===== src/rtl/pst_pkg.sv =====
// Purpose: Constants, types and helpers of the power-on self-test reporter.
// Assumes: 20 MHz clk_i; test engine and bus share that clock.
// Notes: Error numbers are held as two BCD digits, as they are shown.
`default_nettype none
package pst_pkg;
  localparam int CLK_NS = 50;
  localparam int TICK_NS = 1000000;
  localparam int TICK_CYCLES = TICK_NS / CLK_NS;
  localparam int BEEP_MS = 100;
  localparam logic [7:0] BEEP_TICKS = 8'(BEEP_MS);

  localparam logic [7:0] OFF_CTRL = 8'h00;
  localparam logic [7:0] OFF_STATUS = 8'h04;
  localparam logic [7:0] OFF_FATAL = 8'h08;
  localparam logic [7:0] OFF_REMOTE = 8'h0c;
  localparam logic [7:0] OFF_NONFATAL = 8'h10;
  localparam logic [7:0] OFF_DEMAND = 8'h14;
  localparam logic [7:0] OFF_ERROR_STRING_QUERY = 8'h18;
  localparam logic [7:0] OFF_IRQ_STATUS = 8'h1c;
  localparam logic [7:0] OFF_IRQ_MASK = 8'h20;

  localparam int CTRL_START_BIT = 0;
  localparam int IRQ_FATAL_FAIL = 0;
  localparam int IRQ_NONFATAL_DONE = 1;
  localparam int IRQ_NONFATAL_FAIL = 2;
  localparam int IRQ_DEMAND_DONE = 3;
  localparam int IRQ_DEMAND_FAIL = 4;
  localparam logic [4:0] IRQ_MASK_RST = 5'h00;

  localparam logic [7:0] ERR_NUM_NONE = 8'h00;
  localparam logic [7:0] ERR_NUM_FATAL = 8'h80;
  localparam logic [7:0] ERR_NUM_NONFATAL = 8'h26;
  localparam logic [7:0] ERR_NUM_DEMAND = 8'h27;
  localparam logic [3:0] DIGITS_FATAL = 4'h4;
  localparam logic [3:0] DIGITS_NONFATAL = 4'h6;
  localparam logic [3:0] DIGITS_DEMAND = 4'h8;

  localparam logic [31:0] MASK_FATAL = 32'h0000ffff;
  localparam logic [31:0] MASK_NONFATAL = 32'h007fffff;
  localparam logic [31:0] MASK_DEMAND = 32'h01fffbff;

  typedef enum logic [1:0] {
    KIND_FATAL = 2'h0,
    KIND_NONFATAL = 2'h1,
    KIND_DEMAND = 2'h2
  } pst_kind_t;

  typedef enum logic [2:0] {
    MSG_NONE = 3'h0,
    MSG_POWER_ON_FAILED = 3'h1,
    MSG_SELF_TEST_OK = 3'h2,
    MSG_SELF_TEST_FAILED = 3'h3
  } pst_msg_t;

  typedef enum logic [5:0] {
    ST_BOOT = 6'h01,
    ST_FATAL = 6'h02,
    ST_LOCK = 6'h04,
    ST_NONFATAL = 6'h08,
    ST_READY = 6'h10,
    ST_DEMAND = 6'h20
  } pst_state_t;

  // Unused code bits are masked so they can never read as failures
  function automatic logic [31:0] kind_mask(input pst_kind_t k);
    unique case (k)
      KIND_FATAL: kind_mask = MASK_FATAL;
      KIND_NONFATAL: kind_mask = MASK_NONFATAL;
      default: kind_mask = MASK_DEMAND;
    endcase
  endfunction

  // Memory failures at 14 and 15 fold into the RAM flag
  function automatic logic [7:0] reduce_fatal(input logic [15:0] f);
    reduce_fatal = {1'b0, 1'b0, f[13], f[12], 1'b0, |f[11:10],
                    |{f[15:14], f[9:6]}, |f[5:0]};
  endfunction
endpackage
`default_nettype wire


===== src/rtl/pst_accum.sv =====
// Purpose: OR-ing (sticky) error accumulator for one test run.
// Assumes: clear_i comes with the start of a run.
// Notes: Bits outside mask_i are dropped on entry.
`default_nettype none
module pst_accum (
  input wire logic clk_i,
  input wire logic rst_i,
  input wire logic clear_i,
  input wire logic valid_i,
  input wire logic [31:0] vec_i,
  input wire logic [31:0] mask_i,
  output logic [31:0] code_o
);
  import pst_pkg::*;
  typedef struct packed {
    logic [31:0] code;
  } pst_acc_t;
  pst_acc_t r_ff, nxt_r;

  always_comb begin
    nxt_r = r_ff;
    if (clear_i) begin
      nxt_r.code = 32'h00000000;
    end else if (valid_i) begin
      nxt_r.code = r_ff.code | (vec_i & mask_i);
    end
  end

  always_ff @(posedge clk_i) begin
    if (rst_i) begin
      r_ff <= '0;
    end else begin
      r_ff <= nxt_r;
    end
  end

  assign code_o = r_ff.code;
endmodule
`default_nettype wire


===== src/rtl/pst_reporter.sv =====
// Purpose: Sequences the fatal, non-fatal and on-demand self-tests and reports codes.
// Assumes: Test engine on clk_i; it raises done only after start, fail bits in code layout.
// Notes: After a fatal failure only rst_i brings the block back.
`default_nettype none
module pst_reporter #(
  parameter int TICK_CYCLES = pst_pkg::TICK_CYCLES
) (
  input wire logic clk_i,
  input wire logic rst_i,
  input wire logic wb_cyc_i,
  input wire logic wb_stb_i,
  input wire logic wb_we_i,
  input wire logic [7:0] wb_adr_i,
  input wire logic [3:0] wb_sel_i,
  input wire logic [31:0] wb_dat_i,
  output logic [31:0] wb_dat_o,
  output logic wb_ack_o,
  output logic irq_o,
  output logic test_start_o,
  output pst_pkg::pst_kind_t test_kind_o,
  output logic plugin_inhibit_o,
  output logic preserve_state_o,
  input wire logic test_fail_valid_i,
  input wire logic [31:0] test_fail_i,
  input wire logic test_done_i,
  output logic [7:0] disp_err_num_o,
  output logic [31:0] disp_code_o,
  output logic [3:0] disp_digits_o,
  output pst_pkg::pst_msg_t disp_msg_o,
  output logic disp_all_seg_o,
  output logic annunciator_o,
  output logic ready_o,
  output logic locked_o,
  output logic beeper_o,
  output logic [7:0] remote_code_o,
  output logic remote_valid_o
);
  import pst_pkg::*;

  typedef struct packed {
    pst_state_t st;
    logic start;
    pst_kind_t kind;
    logic [15:0] fatal;
    logic [7:0] remote;
    logic remote_vld;
    logic [23:0] nonfat;
    logic [31:0] demand;
    logic [7:0] err_num;
    logic [31:0] disp_code;
    logic [3:0] digits;
    pst_msg_t msg;
    logic all_seg;
    logic tone;
    logic beep;
    logic annunc;
    logic ready;
    logic locked;
    logic inhibit;
    logic preserve;
    logic req;
    logic [4:0] irq_stat;
    logic [4:0] irq_mask;
    logic irq;
    logic ack;
    logic [31:0] rdat;
  } pst_top_t;

  pst_top_t r_ff, nxt_r;
  logic [31:0] acc_code;
  logic [31:0] final_code;
  logic [4:0] ev;
  logic wr;
  logic rd_req;

  pst_accum u_accum (
    .clk_i(clk_i),
    .rst_i(rst_i),
    .clear_i(nxt_r.start),
    .valid_i(test_fail_valid_i),
    .vec_i(test_fail_i),
    .mask_i(kind_mask(r_ff.kind)),
    .code_o(acc_code)
  );

  pst_tone #(
    .TICK_CYCLES(TICK_CYCLES)
  ) u_tone (
    .clk_i(clk_i),
    .rst_i(rst_i),
    .beep_i(r_ff.beep),
    .cont_i(r_ff.tone),
    .beeper_o(beeper_o)
  );

  always_comb begin
    nxt_r = r_ff;
    ev = 5'h00;
    nxt_r.start = 1'b0;
    nxt_r.beep = 1'b0;
    // Fail bits arriving with done still count
    final_code = acc_code | (test_fail_valid_i ? (test_fail_i & kind_mask(r_ff.kind)) : 32'h0);
    wr = wb_cyc_i && wb_stb_i && r_ff.ack && wb_we_i;
    rd_req = wb_cyc_i && wb_stb_i && !r_ff.ack;

    unique case (r_ff.st)
      ST_BOOT: begin
        nxt_r.start = 1'b1;
        nxt_r.kind = KIND_FATAL;
        nxt_r.inhibit = 1'b1;
        nxt_r.st = ST_FATAL;
      end
      ST_FATAL: begin
        if (test_done_i) begin
          nxt_r.fatal = final_code[15:0];
          nxt_r.remote = reduce_fatal(final_code[15:0]);
          nxt_r.remote_vld = 1'b1;
          if (final_code[15:0] != 16'h0000) begin
            nxt_r.st = ST_LOCK;
            nxt_r.locked = 1'b1;
            nxt_r.beep = 1'b1;
            nxt_r.err_num = ERR_NUM_FATAL;
            nxt_r.disp_code = {16'h0000, final_code[15:0]};
            nxt_r.digits = DIGITS_FATAL;
            nxt_r.inhibit = 1'b0;
            ev[IRQ_FATAL_FAIL] = 1'b1;
          end else begin
            nxt_r.start = 1'b1;
            nxt_r.kind = KIND_NONFATAL;
            nxt_r.st = ST_NONFATAL;
          end
        end
      end
      ST_LOCK: begin
        nxt_r.st = ST_LOCK;
      end
      ST_NONFATAL: begin
        if (test_done_i) begin
          nxt_r.nonfat = final_code[23:0];
          nxt_r.st = ST_READY;
          nxt_r.ready = 1'b1;
          nxt_r.inhibit = 1'b0;
          ev[IRQ_NONFATAL_DONE] = 1'b1;
          if (final_code[23:0] != 24'h000000) begin
            nxt_r.err_num = ERR_NUM_NONFATAL;
            nxt_r.msg = MSG_POWER_ON_FAILED;
            nxt_r.annunc = 1'b1;
            nxt_r.disp_code = {8'h00, final_code[23:0]};
            nxt_r.digits = DIGITS_NONFATAL;
            ev[IRQ_NONFATAL_FAIL] = 1'b1;
          end
        end
      end
      ST_READY: begin
        if (r_ff.req) begin
          nxt_r.req = 1'b0;
          nxt_r.start = 1'b1;
          nxt_r.kind = KIND_DEMAND;
          nxt_r.st = ST_DEMAND;
          nxt_r.all_seg = 1'b1;
          nxt_r.tone = 1'b1;
          nxt_r.inhibit = 1'b1;
          nxt_r.preserve = 1'b1;
          nxt_r.msg = MSG_NONE;
          nxt_r.err_num = ERR_NUM_NONE;
          // A stale code from an earlier run must not sit beside a pass message
          nxt_r.disp_code = 32'h00000000;
        end
      end
      ST_DEMAND: begin
        if (test_done_i) begin
          nxt_r.demand = final_code;
          nxt_r.st = ST_READY;
          nxt_r.all_seg = 1'b0;
          nxt_r.tone = 1'b0;
          nxt_r.inhibit = 1'b0;
          nxt_r.preserve = 1'b0;
          ev[IRQ_DEMAND_DONE] = 1'b1;
          if (final_code != 32'h00000000) begin
            nxt_r.beep = 1'b1;
            nxt_r.err_num = ERR_NUM_DEMAND;
            nxt_r.msg = MSG_SELF_TEST_FAILED;
            nxt_r.disp_code = final_code;
            nxt_r.digits = DIGITS_DEMAND;
            ev[IRQ_DEMAND_FAIL] = 1'b1;
          end else begin
            nxt_r.msg = MSG_SELF_TEST_OK;
          end
        end
      end
    endcase

    // Bus side: ack one cycle after the request, writes land on the acked edge
    nxt_r.ack = rd_req;
    if (rd_req) begin
      unique case (wb_adr_i)
        OFF_CTRL: nxt_r.rdat = {31'h0, r_ff.req};
        OFF_STATUS: nxt_r.rdat = {22'h0, r_ff.locked, r_ff.ready, r_ff.annunc,
                                  r_ff.req, r_ff.st};
        OFF_FATAL: nxt_r.rdat = {16'h0, r_ff.fatal};
        OFF_REMOTE: nxt_r.rdat = {23'h0, r_ff.remote_vld, r_ff.remote};
        OFF_NONFATAL: nxt_r.rdat = {8'h0, r_ff.nonfat};
        OFF_DEMAND: nxt_r.rdat = r_ff.demand;
        OFF_ERROR_STRING_QUERY: nxt_r.rdat = {(r_ff.nonfat != 24'h0) ? ERR_NUM_NONFATAL :
                                              ERR_NUM_NONE, r_ff.nonfat};
        OFF_IRQ_STATUS: nxt_r.rdat = {27'h0, r_ff.irq_stat};
        OFF_IRQ_MASK: nxt_r.rdat = {27'h0, r_ff.irq_mask};
        default: nxt_r.rdat = 32'h00000000;
      endcase
    end
    if (wr && wb_sel_i[0]) begin
      // A request while locked is dropped; one made during power-up waits
      if (wb_adr_i == OFF_CTRL && wb_dat_i[CTRL_START_BIT] && !r_ff.locked) begin
        nxt_r.req = 1'b1;
      end
      if (wb_adr_i == OFF_IRQ_MASK) begin
        nxt_r.irq_mask = wb_dat_i[4:0];
      end
      if (wb_adr_i == OFF_IRQ_STATUS) begin
        nxt_r.irq_stat = r_ff.irq_stat & ~wb_dat_i[4:0];
      end
    end
    // Set wins over a clear in the same cycle
    nxt_r.irq_stat = nxt_r.irq_stat | ev;
    nxt_r.irq = |(nxt_r.irq_stat & nxt_r.irq_mask);
  end

  always_ff @(posedge clk_i) begin
    if (rst_i) begin
      r_ff <= '{st: ST_BOOT, kind: KIND_FATAL, msg: MSG_NONE, irq_mask: IRQ_MASK_RST,
                default: '0};
    end else begin
      r_ff <= nxt_r;
    end
  end

  assign wb_dat_o = r_ff.rdat;
  assign wb_ack_o = r_ff.ack;
  assign irq_o = r_ff.irq;
  assign test_start_o = r_ff.start;
  assign test_kind_o = r_ff.kind;
  assign plugin_inhibit_o = r_ff.inhibit;
  assign preserve_state_o = r_ff.preserve;
  assign disp_err_num_o = r_ff.err_num;
  assign disp_code_o = r_ff.disp_code;
  assign disp_digits_o = r_ff.digits;
  assign disp_msg_o = r_ff.msg;
  assign disp_all_seg_o = r_ff.all_seg;
  assign annunciator_o = r_ff.annunc;
  assign ready_o = r_ff.ready;
  assign locked_o = r_ff.locked;
  assign remote_code_o = r_ff.remote;
  assign remote_valid_o = r_ff.remote_vld;
endmodule
`default_nettype wire


===== src/rtl/pst_tone.sv =====
// Purpose: Beeper driver: timed beep plus steady tone.
// Assumes: beep_i is a one-cycle pulse.
// Notes: Beep length is counted in millisecond ticks from a divider.
`default_nettype none
module pst_tone #(
  parameter int TICK_CYCLES = pst_pkg::TICK_CYCLES
) (
  input wire logic clk_i,
  input wire logic rst_i,
  input wire logic beep_i,
  input wire logic cont_i,
  output logic beeper_o
);
  import pst_pkg::*;
  typedef struct packed {
    logic [14:0] div;
    logic [7:0] left;
    logic on;
  } pst_tone_t;
  pst_tone_t r_ff, nxt_r;
  logic tick;

  always_comb begin
    nxt_r = r_ff;
    tick = (r_ff.div == 15'(TICK_CYCLES - 1));
    nxt_r.div = tick ? 15'h0000 : r_ff.div + 15'h0001;
    if (beep_i) begin
      nxt_r.left = BEEP_TICKS;
      nxt_r.div = 15'h0000;
    end else if (tick && r_ff.left != 8'h00) begin
      nxt_r.left = r_ff.left - 8'h01;
    end
    nxt_r.on = cont_i || beep_i || (nxt_r.left != 8'h00);
  end

  always_ff @(posedge clk_i) begin
    if (rst_i) begin
      r_ff <= '0;
    end else begin
      r_ff <= nxt_r;
    end
  end

  assign beeper_o = r_ff.on;
endmodule
`default_nettype wire


===== config.mk =====
export PLATFORM = sky130hd
export DESIGN_NAME = pst_reporter
export DESIGN_NICKNAME = d
export VERILOG_FILES = /design/src/rtl/pst_pkg.sv /design/src/rtl/pst_accum.sv /design/src/rtl/pst_reporter.sv /design/src/rtl/pst_tone.sv
export SDC_FILE = /design/constraint.sdc
export NUM_CORES = 1
export LEC_CHECK = 0
export ABC_AREA = 1
export BUFFER_PORTS_ARGS = -buffer_cell sky130_fd_sc_hd__buf_2
export CORE_MARGIN = 10
export CORE_UTILIZATION = 43
export DETAILED_ROUTE_END_ITERATION = 10
export GPL_TIMING_DRIVEN = 0
export PLACE_DENSITY = 0.74
export SLEW_MARGIN = 20
export SYNTH_ARGS = -nofsm -noshare
export SYNTH_HDL_FRONTEND = slang
export SYNTH_SLANG_ARGS = --single-unit

===== constraint.sdc =====
create_clock -name clk_i -period 2.7 [get_ports clk_i]
set_input_delay 0.27 -clock clk_i [delete_from_list [all_inputs] [get_ports clk_i]]
set_output_delay 0.27 -clock clk_i [all_outputs]
set_load 0.05 [all_outputs]

==> impl_metrics.tcl <==
set metrics [dict create \
    place_area_um2 10640 \
    startpoint_type "flop" \
    status "complete, no violations" \
    ctsResizeCount 0 \
    via_per_inst 5.084 \
    synth_warnings 0 \
    wl_per_cell_um 16.44 \
    synth_mux_area_share_pct 0 \
    cts-buffers-inserted 22 \
    drive_gt1_share_pct 21.85 \
    period_minus_slack_ps 2496 \
    synth.ff_latch_count 205 \
    hp-class "input pin to flop" \
    antenna_found_initial 0 \
    endpoint_kind "flop" \
    cp.required_ps 3110 \
    dr.pass1.iters 7 \
    grt_usage_pct 19.39 \
    dieArea_um2 28690 \
    power_density_nw_per_um2 608.8 \
    cts_tree "yes" \
    leakagePower_nw 5.155 \
    synthAdderAreaFrac_pct 0.3912 \
    synthDistinctLibCells 47 \
    syn_area_um2 9594 \
    multiInputGateArea_um2 4011 \
    syn_to_final_growth_pct 18.90 \
    synthTopCellsByArea "dfxtp_1, nand2_1, a21oi_1" \
    grt_pass1_vias 8350 \
    root_buffer "clkbuf_16" \
    rsz0062_at_grt "no" \
    vias 8918 \
    start_util_pct 43.83 \
    ioPinCount 183 \
    fmax_mhz 400.6 \
    clk_latency_ps 500 \
    core-area_um2 21890 \
    grt_overflow 0 \
    synth_ff_type "dfxtp_1" \
    synth_cells 1291 \
    cts_sinks 205 \
    fin_skew_ps 9.529 \
    htreeDepth 1 \
    grt_first_pass_wirelength_um 45670 \
    drt_iter0_markers 748 \
    path_class "flop to flop" \
    finalMaxSlewViolations 0 \
    ys_seq_area_share_pct 42.78 \
    drc 0 \
    hpwl_um 22560 \
    die_h_um 169.4 \
    yosys.area.top_type "dfxtp_1" \
    setup_viol 0 \
    grt_max_degree 14 \
    synth_edf_count 0 \
    holdWs_ps 41.24 \
    io_buffers 125 \
    fin_crit_sh_pct 92.46 \
    cp_max_fo 10 \
    hold_viol_final 0 \
    worst_pin_slew_ps 781.3 \
    n_fill_cell 2201 \
    timing.max_cap.violations 0 \
    final_core_util_pct 52.11 \
    synth_top_area_share_pct 42.78 \
    post_cts_buffers 0 \
    ctsLongestPathBuffers 3 \
    nets 1544 \
    tns_ps 0 \
    synth-async-reset-ratio_pct 0 \
    avgSynthCellArea_um2 7.432 \
    hold_buffers 0 \
    finalWirelength_um 28840 \
    fin_area_um2 11410 \
    place_congestion 0.9527 \
    antenna_cells 0 \
    synth_compound_area_share_pct 20.41 \
    std_cell_rows 54 \
    synth_xor_area_share_pct 0.7303 \
    yosys.area_share.simple_pct 19.54 \
    die_w_um 169.4 \
    peakVddDrop_mv 0.4587 \
    ant_nets 0 \
    path_clk_slew_ps 60 \
    crit_arrival_ps 2910 \
    slew-limit-headroom_pct 47.81 \
    regArea_um2 4104 \
    synth_top_family_by_area "compound AO/OA/AOI/OAI gates" \
]
[flip-flops by register name, indices dropped and copies added, names as in the netlist, 2 cells and up]
signal	flops
remote_code_o	3
disp_code_o	25
disp_err_num_o	3
r_ff	83
disp_msg_o	2
u_tone.r_ff	23
u_accum.code_o	25
wb_dat_o	26
test_kind_o	2
disp_digits_o	3
[worst paths after layout]
check / from / cells after the start / slack, ps / end
worst max-delay path: test_kind_o[1] / 11 / 200 / disp_code_o[12]
worst min register to register: u_tone.r_ff[9] / 1 / 450 / u_tone.r_ff[9]
worst max register to register: test_kind_o[1] / 11 / 200 / disp_code_o[12]
worst min-delay path: rst_i / 2 / 40 / r_ff[184]
[power by group]
part           switching, mW  internal [mW]  leakage [nW]  total [mW]
sequential            0.0406           3.09          1.66        3.13
clock                   1.23           1.93         0.388        3.16
combinational          0.466          0.188          3.11       0.654
total                   1.74           5.21          5.15        6.94
[cells in the final DEF, fill, tap and decap left out, types with 4 or more instances in the layout]
cell type  count
nand2_1      239
buf_2        127
nand3_2        4
xor2_1         4
o21ai_1       21
o21ai_2       11
buf_4         92
nor3_1        10
inv_2          6
o21bai_1       7
xnor2_1        4
nor4_1         5
clkbuf_1      44
nand2_2        6
conb_1        19
a21oi_1      158
clkbuf_8       7
buf_6          6
nor2_1       109
o21ai_0       94
clkinv_2       6
a21oi_2       13
a21oi_4        6
clkbuf_16     23
inv_1        143
o22ai_1       14
dfxtp_1      205
nand4_1       11
o211ai_1       4
nand3_1       37
[cells by family (layout without fill, tap and decap cells)]
group	after synthesis	count (layout)
XOR/XNOR	8	8
buffers and inverters	297	462
adder cells (fa/ha/maj)	3	3
other	1	19
flip-flops	205	205
AND/OR/NAND/NOR	435	435
AO/OA/AOI/OAI	342	342
[synth_stat cells, types with 7 or more instances]
cell and count:
o21bai_1 7, nand4_1 11, dfxtp_1 205, a21oi_1 158
nor3_1 10, o21ai_2 11, nand2_1 239, inv_1 143
o21ai_0 94, o22ai_1 14, nor2_1 109, clkbuf_1 42
nand3_1 37, o21ai_1 21, buf_4 92, a21oi_2 13
[routing by layer]
layer | wire length (µm) | track usage, % | up-vias
met5 | 0 | 0 | -
met4 | 659 | 4.953 | 0
met3 | 2281 | 3.659 | 53
met2 | 12960 | 30.91 | 351
met1 | 12940 | 26.39 | 4093
li1 | - | - | 4421
[stage by stage]
stage	worst slack (ps)	std cells	total power, mW
2_1_floorplan	758.0	1309	3.650
3_3_place_gp	298.3	1714	3.829
3_5_place_dp	272.5	1714	3.837
4_1_cts	250.0	1754	6.975
5_1_grt	45.26	1754	7.169
6_report	203.6	1754	6.945
[cell type report]
class,count,area share (%)
Sequential cell,205,35.98
Multi-Input combinational cell,807,35.17
Buffer,146,8.588
Clock buffer,32,5.956
Timing Repair Buffer,125,5.484
Inverter,151,4.969
Tap cell,280,3.071
Clock inverter,8,0.7897
[worst max-delay path, cell delays in order, from the launching register on]
cell,delay [ps]
dfxtp_1,440
nor2_1,160
o21bai_1,650
nor2_1,80
nand2_1,110
nor2_2,70
nand3_2,120
nand3_2,150
nor2_4,220
buf_6,170
nand2_1,50
a21oi_1,170
Note: power is estimated with default switching activity, not from simulation.
